File: src/core/nesr_params.svh
// timing counts and command bytes for the flash erase/status/id/reset controller
`ifndef NESR_PARAMS_SVH
`define NESR_PARAMS_SVH

`define NESR_CLK_NS        10
`define NESR_CEIL_CYC(ns)  (((ns) + `NESR_CLK_NS - 1) / `NESR_CLK_NS)
`define NESR_FLOOR_CYC(ns) ((ns) / `NESR_CLK_NS)

// power-valid recovery, least time
`define NESR_REC_US        10
`define NESR_REC_CYC       `NESR_CEIL_CYC(`NESR_REC_US * 1000)
// strobe widths, least times
`define NESR_WE_LO_NS      40
`define NESR_WE_HI_NS      20
`define NESR_RE_LO_NS      40
`define NESR_RE_HI_NS      20
// wait after a busy-starting latch before sampling ready/busy
`define NESR_WB_NS         100
`define NESR_WE_LO_CYC     `NESR_CEIL_CYC(`NESR_WE_LO_NS)
`define NESR_WE_HI_CYC     `NESR_CEIL_CYC(`NESR_WE_HI_NS)
`define NESR_RE_LO_CYC     `NESR_CEIL_CYC(`NESR_RE_LO_NS)
`define NESR_RE_HI_CYC     `NESR_CEIL_CYC(`NESR_RE_HI_NS)
`define NESR_WB_CYC        `NESR_CEIL_CYC(`NESR_WB_NS)

// command bytes
`define NESR_CMD_READ1     8'h00
`define NESR_CMD_ERASE     8'h60
`define NESR_CMD_CONFIRM   8'hd0
`define NESR_CMD_STATUS    8'h70
`define NESR_CMD_IDENT     8'h90
`define NESR_CMD_RESET     8'hff

// status byte fields
`define NESR_ST_FAIL_BIT   0
`define NESR_ST_READY_BIT  6
`define NESR_ST_WPOFF_BIT  7
`define NESR_ST_RESET_VAL  8'hc0

`endif

File: src/core/nesr_pkg.sv
// types shared by the flash erase/status/id/reset controller
`default_nettype none
package nesr_pkg;

   typedef enum logic [1:0] {OP_ERASE, OP_STATUS, OP_IDENT, OP_RESET} nesr_op_e;

   typedef enum logic [2:0] {K_CMD, K_ADDR, K_READ, K_BUSY, K_END} nesr_kind_e;

   typedef enum logic [2:0] {S_PWR, S_IDLE, S_SET, S_ARM, S_LO, S_HI, S_WB, S_RB}
      nesr_state_e;

   typedef struct packed {
      nesr_op_e   op;
      logic [9:0] blk;
   } nesr_req_s;

   typedef struct packed {
      logic       cle;
      logic       ale;
      logic       ce_n;
      logic       we_n;
      logic       output_strobe_n;
      logic       wp_n;
      logic       io_oe;
      logic [7:0] io_out;
   } nesr_pins_s;

   typedef struct packed {
      nesr_state_e st;
      nesr_op_e    op;
      logic [9:0]  blk;
      logic [2:0]  step;
      logic [15:0] cnt;
      logic        rd_idx;
      logic [7:0]  d0;
      logic [7:0]  d1;
      nesr_pins_s  pins;
      logic        req_ready;
      logic        rsp_valid;
      logic        rsp_fail;
      logic        status_mode;
   } nesr_ctl_s;

endpackage
`default_nettype wire

File: src/core/nesr_seq.sv
// step table: what each step of each operation puts on the flash pins
`timescale 1ns/1ns
`default_nettype none
`include "nesr_params.svh"

module nesr_seq
(
   // selection
   input  wire nesr_pkg::nesr_op_e   op,
   input  wire logic [2:0]           step,
   input  wire logic [9:0]           blk,
   // step description
   output var  nesr_pkg::nesr_kind_e kind,
   output var  logic [7:0]           byte_out
);

   always_comb
   begin
      kind     = nesr_pkg::K_END;
      byte_out = 8'h00;
      case (op)
         nesr_pkg::OP_ERASE:
         begin
            case (step)
               3'h0:
               begin
                  kind     = nesr_pkg::K_CMD;
                  byte_out = `NESR_CMD_ERASE;
               end
               3'h1:
               begin
                  // block bits land on row bits 5..14; low row bits sent as zero
                  kind     = nesr_pkg::K_ADDR;
                  byte_out = {blk[2:0], 5'h00};
               end
               3'h2:
               begin
                  kind     = nesr_pkg::K_ADDR;
                  byte_out = {1'b0, blk[9:3]};
               end
               3'h3:
               begin
                  kind     = nesr_pkg::K_CMD;
                  byte_out = `NESR_CMD_CONFIRM;
               end
               3'h4:    kind = nesr_pkg::K_BUSY;
               3'h5:
               begin
                  kind     = nesr_pkg::K_CMD;
                  byte_out = `NESR_CMD_STATUS;
               end
               3'h6:    kind = nesr_pkg::K_READ;
               default: kind = nesr_pkg::K_END;
            endcase
         end
         nesr_pkg::OP_STATUS:
         begin
            case (step)
               3'h0:
               begin
                  kind     = nesr_pkg::K_CMD;
                  byte_out = `NESR_CMD_STATUS;
               end
               3'h1:    kind = nesr_pkg::K_READ;
               default: kind = nesr_pkg::K_END;
            endcase
         end
         nesr_pkg::OP_IDENT:
         begin
            case (step)
               3'h0:
               begin
                  kind     = nesr_pkg::K_CMD;
                  byte_out = `NESR_CMD_IDENT;
               end
               3'h1:
               begin
                  kind     = nesr_pkg::K_ADDR;
                  byte_out = 8'h00;
               end
               3'h2:    kind = nesr_pkg::K_READ;
               3'h3:    kind = nesr_pkg::K_READ;
               default: kind = nesr_pkg::K_END;
            endcase
         end
         nesr_pkg::OP_RESET:
         begin
            case (step)
               3'h0:
               begin
                  kind     = nesr_pkg::K_CMD;
                  byte_out = `NESR_CMD_RESET;
               end
               3'h1:    kind = nesr_pkg::K_BUSY;
               default: kind = nesr_pkg::K_END;
            endcase
         end
         default: kind = nesr_pkg::K_END;
      endcase
   end

endmodule
`default_nettype wire

File: src/core/nesr_ctrl.sv
// host-side controller driving a small-page flash through erase, status, id and reset
`timescale 1ns/1ns
`default_nettype none
`include "nesr_params.svh"

module nesr_ctrl
(
   // clock and reset
   input  wire logic                clk,
   input  wire logic                rst_n,
   // user request
   input  wire logic                req_valid,
   input  wire nesr_pkg::nesr_req_s req,
   output var  logic                req_ready,
   // user answer
   output var  logic                rsp_valid,
   output var  logic [7:0]          rsp_data0,
   output var  logic [7:0]          rsp_data1,
   output var  logic                rsp_fail,
   output var  logic                status_mode,
   // flash pins
   output var  nesr_pkg::nesr_pins_s pins,
   input  wire logic [7:0]          io_in,
   input  wire logic                ready_busy_n
);

   localparam logic [15:0] REC_CYC   = 16'(`NESR_REC_CYC);
   localparam logic [15:0] WE_LO_CYC = 16'(`NESR_WE_LO_CYC);
   localparam logic [15:0] WE_HI_CYC = 16'(`NESR_WE_HI_CYC);
   localparam logic [15:0] RE_LO_CYC = 16'(`NESR_RE_LO_CYC);
   localparam logic [15:0] RE_HI_CYC = 16'(`NESR_RE_HI_CYC);
   localparam logic [15:0] WB_CYC    = 16'(`NESR_WB_CYC);

   localparam nesr_pkg::nesr_pins_s PINS_RST = '{cle: 1'b0, ale: 1'b0, ce_n: 1'b1,
      we_n: 1'b1, output_strobe_n: 1'b1, wp_n: 1'b0, io_oe: 1'b0, io_out: 8'h00};

   localparam nesr_pkg::nesr_ctl_s CTL_RST = '{st: nesr_pkg::S_PWR,
      op: nesr_pkg::OP_STATUS, blk: 10'h000, step: 3'h0, cnt: REC_CYC - 16'h0001,
      rd_idx: 1'b0, d0: 8'h00, d1: 8'h00, pins: PINS_RST, req_ready: 1'b0,
      rsp_valid: 1'b0, rsp_fail: 1'b0, status_mode: 1'b0};

   nesr_pkg::nesr_ctl_s  s_q;
   nesr_pkg::nesr_ctl_s  s_d;
   nesr_pkg::nesr_kind_e kind;
   logic [7:0]           step_byte;

   function automatic logic is_read(input nesr_pkg::nesr_kind_e k);
      return k == nesr_pkg::K_READ;
   endfunction

   nesr_seq u_seq
   (
      .op       (s_q.op),
      .step     (s_q.step),
      .blk      (s_q.blk),
      .kind     (kind),
      .byte_out (step_byte)
   );

   always_comb
   begin
      s_d           = s_q;
      s_d.rsp_valid = 1'b0;
      case (s_q.st)
         // write protect held low until power recovery ends
         nesr_pkg::S_PWR:
         begin
            s_d.pins.wp_n = 1'b0;
            // no command before recovery count expires
            if (s_q.cnt == 16'h0000)
            begin
               s_d.pins.wp_n = 1'b1;
               s_d.req_ready = 1'b1;
               s_d.st        = nesr_pkg::S_IDLE;
            end
            else
            begin
               s_d.cnt = s_q.cnt - 16'h0001;
            end
         end
         nesr_pkg::S_IDLE:
         begin
            if (req_valid)
            begin
               s_d.op        = req.op;
               s_d.blk       = req.blk;
               s_d.step      = 3'h0;
               s_d.rd_idx    = 1'b0;
               s_d.req_ready = 1'b0;
               s_d.pins.ce_n = 1'b0;
               s_d.st        = nesr_pkg::S_SET;
            end
         end
         nesr_pkg::S_SET:
         begin
            case (kind)
               // CLE for command bytes, ALE for address bytes
               nesr_pkg::K_CMD, nesr_pkg::K_ADDR:
               begin
                  s_d.pins.cle    = kind == nesr_pkg::K_CMD;
                  s_d.pins.ale    = kind == nesr_pkg::K_ADDR;
                  s_d.pins.io_out = step_byte;
                  s_d.pins.io_oe  = 1'b1;
                  s_d.st          = nesr_pkg::S_ARM;
               end
               nesr_pkg::K_READ: s_d.st = nesr_pkg::S_ARM;
               nesr_pkg::K_BUSY:
               begin
                  // ready/busy lags the latch, so it is not sampled at once
                  s_d.cnt = WB_CYC - 16'h0001;
                  s_d.st  = nesr_pkg::S_WB;
               end
               default:
               begin
                  s_d.rsp_valid = 1'b1;
                  s_d.rsp_fail  = (s_q.op == nesr_pkg::OP_ERASE) &&
                                  s_q.d0[`NESR_ST_FAIL_BIT];
                  s_d.pins.ce_n = 1'b1;
                  s_d.req_ready = 1'b1;
                  s_d.st        = nesr_pkg::S_IDLE;
               end
            endcase
         end
         nesr_pkg::S_ARM:
         begin
            if (is_read(kind))
            begin
               s_d.pins.output_strobe_n = 1'b0;
               s_d.cnt                  = RE_LO_CYC - 16'h0001;
            end
            else
            begin
               s_d.pins.we_n = 1'b0;
               s_d.cnt       = WE_LO_CYC - 16'h0001;
            end
            s_d.st = nesr_pkg::S_LO;
         end
         nesr_pkg::S_LO:
         begin
            if (s_q.cnt != 16'h0000)
            begin
               s_d.cnt = s_q.cnt - 16'h0001;
            end
            else if (is_read(kind))
            begin
               // sampled on the last low cycle, just before the strobe rises
               s_d.pins.output_strobe_n = 1'b1;
               s_d.rd_idx               = 1'b1;
               if (s_q.rd_idx)
                  s_d.d1 = io_in;
               else
                  s_d.d0 = io_in;
               s_d.cnt = RE_HI_CYC - 16'h0001;
               s_d.st  = nesr_pkg::S_HI;
            end
            else
            begin
               s_d.pins.we_n = 1'b1;
               // status mode tracks the last command byte
               if (s_q.pins.cle)
                  s_d.status_mode = s_q.pins.io_out == `NESR_CMD_STATUS;
               s_d.cnt = WE_HI_CYC - 16'h0001;
               s_d.st  = nesr_pkg::S_HI;
            end
         end
         nesr_pkg::S_HI:
         begin
            // latch enables and data held through the high phase for hold time
            if (s_q.cnt == 16'h0000)
            begin
               s_d.pins.cle   = 1'b0;
               s_d.pins.ale   = 1'b0;
               s_d.pins.io_oe = 1'b0;
               s_d.step       = s_q.step + 3'h1;
               s_d.st         = nesr_pkg::S_SET;
            end
            else
            begin
               s_d.cnt = s_q.cnt - 16'h0001;
            end
         end
         nesr_pkg::S_WB:
         begin
            if (s_q.cnt == 16'h0000)
               s_d.st = nesr_pkg::S_RB;
            else
               s_d.cnt = s_q.cnt - 16'h0001;
         end
         nesr_pkg::S_RB:
         begin
            // no timeout: a dead device hangs the controller until rst_n
            if (ready_busy_n)
            begin
               s_d.step = s_q.step + 3'h1;
               s_d.st   = nesr_pkg::S_SET;
            end
         end
         default: s_d = CTL_RST;
      endcase
   end

   always_ff @(posedge clk or negedge rst_n)
   begin
      if (!rst_n)
         s_q <= CTL_RST;
      else
         s_q <= s_d;
   end

   assign req_ready   = s_q.req_ready;
   assign rsp_valid   = s_q.rsp_valid;
   assign rsp_data0   = s_q.d0;
   assign rsp_data1   = s_q.d1;
   assign rsp_fail    = s_q.rsp_fail;
   assign status_mode = s_q.status_mode;
   assign pins        = s_q.pins;

   // helper state for the checks below
   logic       h_we_q;
   logic [7:0] h_cmd_q;
   logic [1:0] h_addr_q;
   logic [9:0] h_age_q;
   logic       h_latch;

   assign h_latch = s_q.pins.we_n && !h_we_q;

   always_ff @(posedge clk or negedge rst_n)
   begin
      if (!rst_n)
      begin
         h_we_q   <= 1'b1;
         h_cmd_q  <= 8'hff;
         h_addr_q <= 2'h0;
         h_age_q  <= 10'h000;
      end
      else
      begin
         h_we_q <= s_q.pins.we_n;
         if (h_age_q != 10'h3ff)
            h_age_q <= h_age_q + 10'h001;
         if (h_latch && s_q.pins.cle)
         begin
            h_cmd_q  <= s_q.pins.io_out;
            h_addr_q <= 2'h0;
         end
         else if (h_latch && s_q.pins.ale && h_addr_q != 2'h3)
         begin
            h_addr_q <= h_addr_q + 2'h1;
         end
      end
   end

   AST_LATCH_ONE_ENABLE: assert property (@(posedge clk) disable iff (!rst_n)
      h_latch |-> (s_q.pins.cle != s_q.pins.ale) && s_q.pins.io_oe && !s_q.pins.ce_n)
      else $error("write strobe rose without exactly one latch enable and driven data");

   AST_ERASE_TWO_ADDR: assert property (@(posedge clk) disable iff (!rst_n)
      h_latch && s_q.pins.cle && s_q.pins.io_out == `NESR_CMD_CONFIRM
      |-> h_cmd_q == `NESR_CMD_ERASE && h_addr_q == 2'h2)
      else $error("confirm byte not preceded by setup and exactly two address cycles");

   AST_IDENT_ZERO_ADDR: assert property (@(posedge clk) disable iff (!rst_n)
      h_latch && s_q.pins.ale && h_cmd_q == `NESR_CMD_IDENT
      |-> s_q.pins.io_out == 8'h00 && h_addr_q == 2'h0)
      else $error("identify must be followed by a single zero address cycle");

   AST_RECOVERY_WAIT: assert property (@(posedge clk) disable iff (!rst_n)
      !s_q.pins.we_n |-> h_age_q >= 10'(`NESR_REC_CYC))
      else $error("write strobe used before power recovery time");

   AST_WP_LOW_POWERUP: assert property (@(posedge clk) disable iff (!rst_n)
      s_q.st == nesr_pkg::S_PWR |-> !s_q.pins.wp_n && s_q.pins.ce_n && !req_ready)
      else $error("write protect released or chip selected during power-up");

   AST_STATUS_MODE: assert property (@(posedge clk) disable iff (!rst_n)
      h_latch && s_q.pins.cle
      |=> status_mode == $past(s_q.pins.io_out == `NESR_CMD_STATUS, 2))
      else $error("status mode flag does not follow the latched command byte");

endmodule
`default_nettype wire

File: config.mk
export PLATFORM = sky130hd
export DESIGN_NAME = nesr_ctrl
export DESIGN_NICKNAME = d
export VERILOG_FILES = /design/src/core/nesr_pkg.sv /design/src/core/nesr_seq.sv /design/src/core/nesr_ctrl.sv
export VERILOG_INCLUDE_DIRS = /design/src /design/src/core
export SDC_FILE = /design/constraint.sdc
export NUM_CORES = 1
export LEC_CHECK = 0
export BUFFER_PORTS_ARGS = -buffer_cell sky130_fd_sc_hd__buf_2
export CAP_MARGIN = 40
export CORE_MARGIN = 3
export CORE_UTILIZATION = 30
export DETAILED_ROUTE_END_ITERATION = 7
export HOLD_SLACK_MARGIN = 0.05
export PLACE_DENSITY_LB_ADDON = 0.15
export SLEW_MARGIN = 20
export SYNTH_ARGS = -nofsm -noshare
export SYNTH_HDL_FRONTEND = slang
export SYNTH_SLANG_ARGS = --single-unit
File: constraint.sdc
create_clock -name clk -period 3.3 [get_ports clk]
set_input_delay 0.33 -clock clk [delete_from_list [all_inputs] [get_ports clk]]
set_output_delay 0.33 -clock clk [all_outputs]
set_load 0.01 [all_outputs]
==> impl_metrics.csv <==
group,metric,value,unit
logic_synthesis,netlist_instances,419,
floorplanning,placeableCoreArea,0.01267,mm2
clock_network,post-cts-setup-buffer-count,0,
global_route,grt_first_pass_wirelength,15.58,mm
placed_design,hpwl,6.652,mm
route,drt_first_iter_violations,222,
pwr,ir_worst_vdd,0.0002792,V
logic_synthesis,netlist-cell-type-count,64,
hold_path,timing.hold.worst.class,"primary input to register",
critical_path,crit_path_top_delay_cell,"sky130_fd_sc_hd__nor3b_4",
critical_path,highest_cell_delay_on_the_worst_timing_path,0.59,ns
pwr,power_leakage,2.086,nW
logic_synthesis,synthArstFlopShare,100.0,%
logic_synthesis,synthMuxAreaShare,5.941,%
logic_synthesis,synth_xor_area_share,0,%
status,run_status,"finished clean",
clock_network,clock_tree.buffer_depth,2,
finish,insertedDiodeCount,0,
run,max_capacitance_violation_total,0,
finish,area_growth,14.28,%
sta,actual_transition_at_the_worst_max_transition_pin,0.7341,ns
floorplanning,initial_utilization,30.92,%
logic_synthesis,synth.area.top_cells,"sky130_fd_sc_hd__dfrtp_1, sky130_fd_sc_hd__dfstp_2, sky130_fd_sc_hd__buf_4",
sta,timing.clock.skew,0.005537,ns
route,drt_first_pass_iters,4,
floorplanning,die_w,120.3,um
critical_path,critical_path_arrival,3.08,ns
logic_synthesis,number_of_enable_type_register_cells_in_the_synthesized_netlist,0,
floorplanning,design.portCount,59,
sta,fin_setup_tns,0,ns
route,final_antenna_net_count,0,
route,vias_per_cell,4.845,
logic_synthesis,synth_compound_gate_area_share,15.30,%
route,drt_drc_violations_left,0,
clock_network,worst_skew_pair.late_latency,0.33,ns
clock_network,cts.reportedPaths.clkPinSlew,0.06,ns
sta,finalCriticalPeriod,2.865,ns
logic_synthesis,combinational_family_with_the_most_area_after_synthesis,"simple AND/OR/NAND/NOR gates",
global_route,groute.usage.overall,13.40,%
logic_synthesis,seq_area_frac_synth,45.10,%
floorplanning,die-area,0.01447,mm2
sta,timing.final.max_slew_violations,0,
global_route,vias_in_the_first_global_route,2985,
floorplanning,fp.dieH,120.3,um
clock_network,cts.root.buffer_cell,"sky130_fd_sc_hd__clkbuf_16",
clock_network,clkSinkCount,70,
critical_path,crit_path_capture_type,"register",
global_route,largest_net_degree_at_the_start_of_global_routing,52,
sta,layout_worst_path_cycle_share,86.83,%
critical_path,critical_path_depth,7,
sta,timing.slew.headroom,51.06,%
logic_synthesis,most_instantiated_library_cell_after_synthesis,"sky130_fd_sc_hd__nand2_1",
critical_path,r2r.worst_path.cells,7,
sta,final_worst_setup_slack,0.4345,ns
logic_synthesis,postSynthRegisterBits,70,
logic_synthesis,ys_warnings,0,
route,via_count,3033,
logic_synthesis,synth.cells.most_frequent,"sky130_fd_sc_hd__nand2_1, sky130_fd_sc_hd__dfrtp_1, sky130_fd_sc_hd__buf_4, sky130_fd_sc_hd__nor2_1, sky130_fd_sc_hd__o21ai_0",
clock_network,tritoncts,"done",
critical_path,worstPathMaxFanout,8,
critical_path,path_delay_family,"simple AND/OR/NAND/NOR gates",
finish,drive_gt1_share,27.53,%
logic_synthesis,synthDominantCellAreaShare,37.05,%
global_route,antenna_found_initial,0,
route,wirelength,9.347,mm
sta,final_hold_viol_count,0,
placed_design,portBuffers,58,
finish,finalNetCount,479,
critical_path,required_worst_endpoint,3.51,ns
sta,setup_viol_count_final,0,
logic_synthesis,synth-simple-area-share,22.23,%
pwr,power.density_cell_area,871.5,mW/mm2
critical_path,cp_cell_sequence,"inv_1, ha_1, nor4b_2, nand4_1, nor3_2, nor3b_4, mux2_4",
logic_synthesis,yosys_most_used_dff,"sky130_fd_sc_hd__dfrtp_1",
floorplanning,floorplan.rows,41,
logic_synthesis,synthesized_net_count,449,
critical_path,cp_num_buf_inv,1,
placed_design,routability_congestion_estimate,0.8480,
global_route,globalRouteOverflowTotal,0,
logic_synthesis,syn-cell-area,0.003918,mm2
logic_synthesis,yosys.area_share.adder,2.172,%
logic_synthesis,leading_area_contributor_after_synthesis,"sky130_fd_sc_hd__dfrtp_1",
clock_network,tritoncts_buffer_count,9,
hold_path,whs_path_depth,3,
route,routedWlPerCell,14.93,um
critical_path,timing.setup.critical_path_class,"register to register",
logic_synthesis,postSynthAreaPerCell,9.350,um2
critical_path,worst_setup_path_start_kind,"register",
placed_design,placement.setup.worst_slack,0.5104,ns
sta,timing.fmax,349.0,MHz
clock_network,cts.htree.levels,3,
sta,grt_setup_unrepaired,"no",
cell usage in the layout, fill, tap and decap left out, types with 2 or more instances in the layout:
| cell type | n |
|---|---|
| sky130_fd_sc_hd__nand4_1 | 2 |
| sky130_fd_sc_hd__a32oi_1 | 2 |
| sky130_fd_sc_hd__nand2_1 | 65 |
| sky130_fd_sc_hd__clkbuf_1 | 3 |
| sky130_fd_sc_hd__clkbuf_16 | 9 |
| sky130_fd_sc_hd__dfstp_2 | 12 |
| sky130_fd_sc_hd__or4_1 | 3 |
| sky130_fd_sc_hd__clkinv_2 | 2 |
| sky130_fd_sc_hd__a31oi_1 | 17 |
| sky130_fd_sc_hd__a21oi_1 | 23 |
| sky130_fd_sc_hd__nor3_2 | 2 |
| sky130_fd_sc_hd__o31ai_1 | 2 |
| sky130_fd_sc_hd__nor2_1 | 34 |
| sky130_fd_sc_hd__o21a_1 | 2 |
| sky130_fd_sc_hd__dfrtp_1 | 58 |
| sky130_fd_sc_hd__o21ai_0 | 31 |
| sky130_fd_sc_hd__buf_4 | 6 |
| sky130_fd_sc_hd__ha_1 | 6 |
| sky130_fd_sc_hd__nand3_1 | 9 |
| sky130_fd_sc_hd__or3_1 | 2 |
| sky130_fd_sc_hd__and3_1 | 6 |
| sky130_fd_sc_hd__nor2b_1 | 6 |
| sky130_fd_sc_hd__nor4_1 | 5 |
| sky130_fd_sc_hd__and2_1 | 2 |
| sky130_fd_sc_hd__o41ai_1 | 2 |
| sky130_fd_sc_hd__nor3_1 | 10 |
| sky130_fd_sc_hd__nand2b_1 | 5 |
| sky130_fd_sc_hd__mux2_4 | 8 |
| sky130_fd_sc_hd__inv_1 | 13 |
| sky130_fd_sc_hd__buf_2 | 58 |
| sky130_fd_sc_hd__mux2_2 | 10 |
| sky130_fd_sc_hd__a21boi_0 | 2 |
routing by layer:
| layer | GRT usage [%] | wire, um |
|---|---|---|
| met5 | 0 | 0 |
| met4 | 4.603 | 126 |
| met3 | 3.461 | 477 |
| met2 | 18.79 | 3890 |
| met1 | 19.89 | 4852 |
worst reg2reg max path: stages, from the launching register on:
cell and delay, ns:
sky130_fd_sc_hd__dfstp_2 0.39, sky130_fd_sc_hd__inv_1 0.12, sky130_fd_sc_hd__ha_1 0.25, sky130_fd_sc_hd__nor4b_2 0.30, sky130_fd_sc_hd__nand4_1 0.36, sky130_fd_sc_hd__nor3_2 0.40, sky130_fd_sc_hd__nor3b_4 0.59, sky130_fd_sc_hd__mux2_4 0.35
final cells by class:
type                            count  area, um2
Fill cell                        1308       8194
Multi-Input combinational cell    289       1788
Sequential cell                    70       1767
Timing Repair Buffer               66      372.9
Clock buffer                       12      236.5
Tap cell                          172      215.2
Clock inverter                      4      48.80
Inverter                           13      48.80
sequential cells by signal (all words and copies together) (netlist names):
name         flops
rsp_valid        1
status_mode      1
rsp_data1        8
rsp_fail         1
rsp_data0        8
s_q             35
req_ready        1
pins            15
power by group:
part | total (mW) | switching, mW | internal [mW]
sequential | 1.48 | 0.314 | 1.16
clock | 0.942 | 0.357 | 0.584
combinational | 1.48 | 0.911 | 0.574
total | 3.90 | 1.58 | 2.32
cells by family (layout without fill, tap and decap cells):
group,after synthesis,count (layout)
AOI/OAI and AO/OA,96,96
adders and majority gates,7,7
buffers and inverters,60,95
DFF,70,70
muxes,18,18
and+or+nand+nor,168,168
what timing repair did:
item                      in CTS  in global routing
resized for setup              0                  0
hold endpoints to repair      18                  0
hold buffers                   1                  0
metrics by stage:
stage / util (%) / hold WS (ns) / std cells / cell area (um2) / total power, mW
CTS: 35.33 / 0.1731 / 626 / 4477 / 3.933
finish: 35.33 / 0.1831 / 626 / 4477 / 3.902
global route: 35.33 / 0.1784 / 626 / 4477 / 4.227
floorplan: - / 0.03441 / 419 / 3918 / 2.606
detailed placement: 33.00 / 0.3280 / 609 / 4182 / 2.964
global placement: 32.78 / 0.4619 / 608 / 4154 / 2.958
worst paths after layout:
kind | slack (ns) | to | start
setup / recovery | 0.43 | rsp_data0[6]$_DFFE_PN0P_ | s_q[36]$_DFFE_PN1P_
hold / removal | 0.18 | s_q[65]$_DFFE_PN1P_ | req[10]
setup reg to reg | 0.43 | rsp_data0[6]$_DFFE_PN0P_ | s_q[36]$_DFFE_PN1P_
hold reg to reg | 0.48 | s_q[55]$_DFFE_PN0P_ | s_q[55]$_DFFE_PN0P_
max in group asynchronous | 2.19 | s_q[45]$_DFFE_PN1P_ | rst_n
min in group asynchronous | 0.51 | pins[1]$_DFFE_PN0P_ | rst_n
Power figures use the tool's default switching activity.
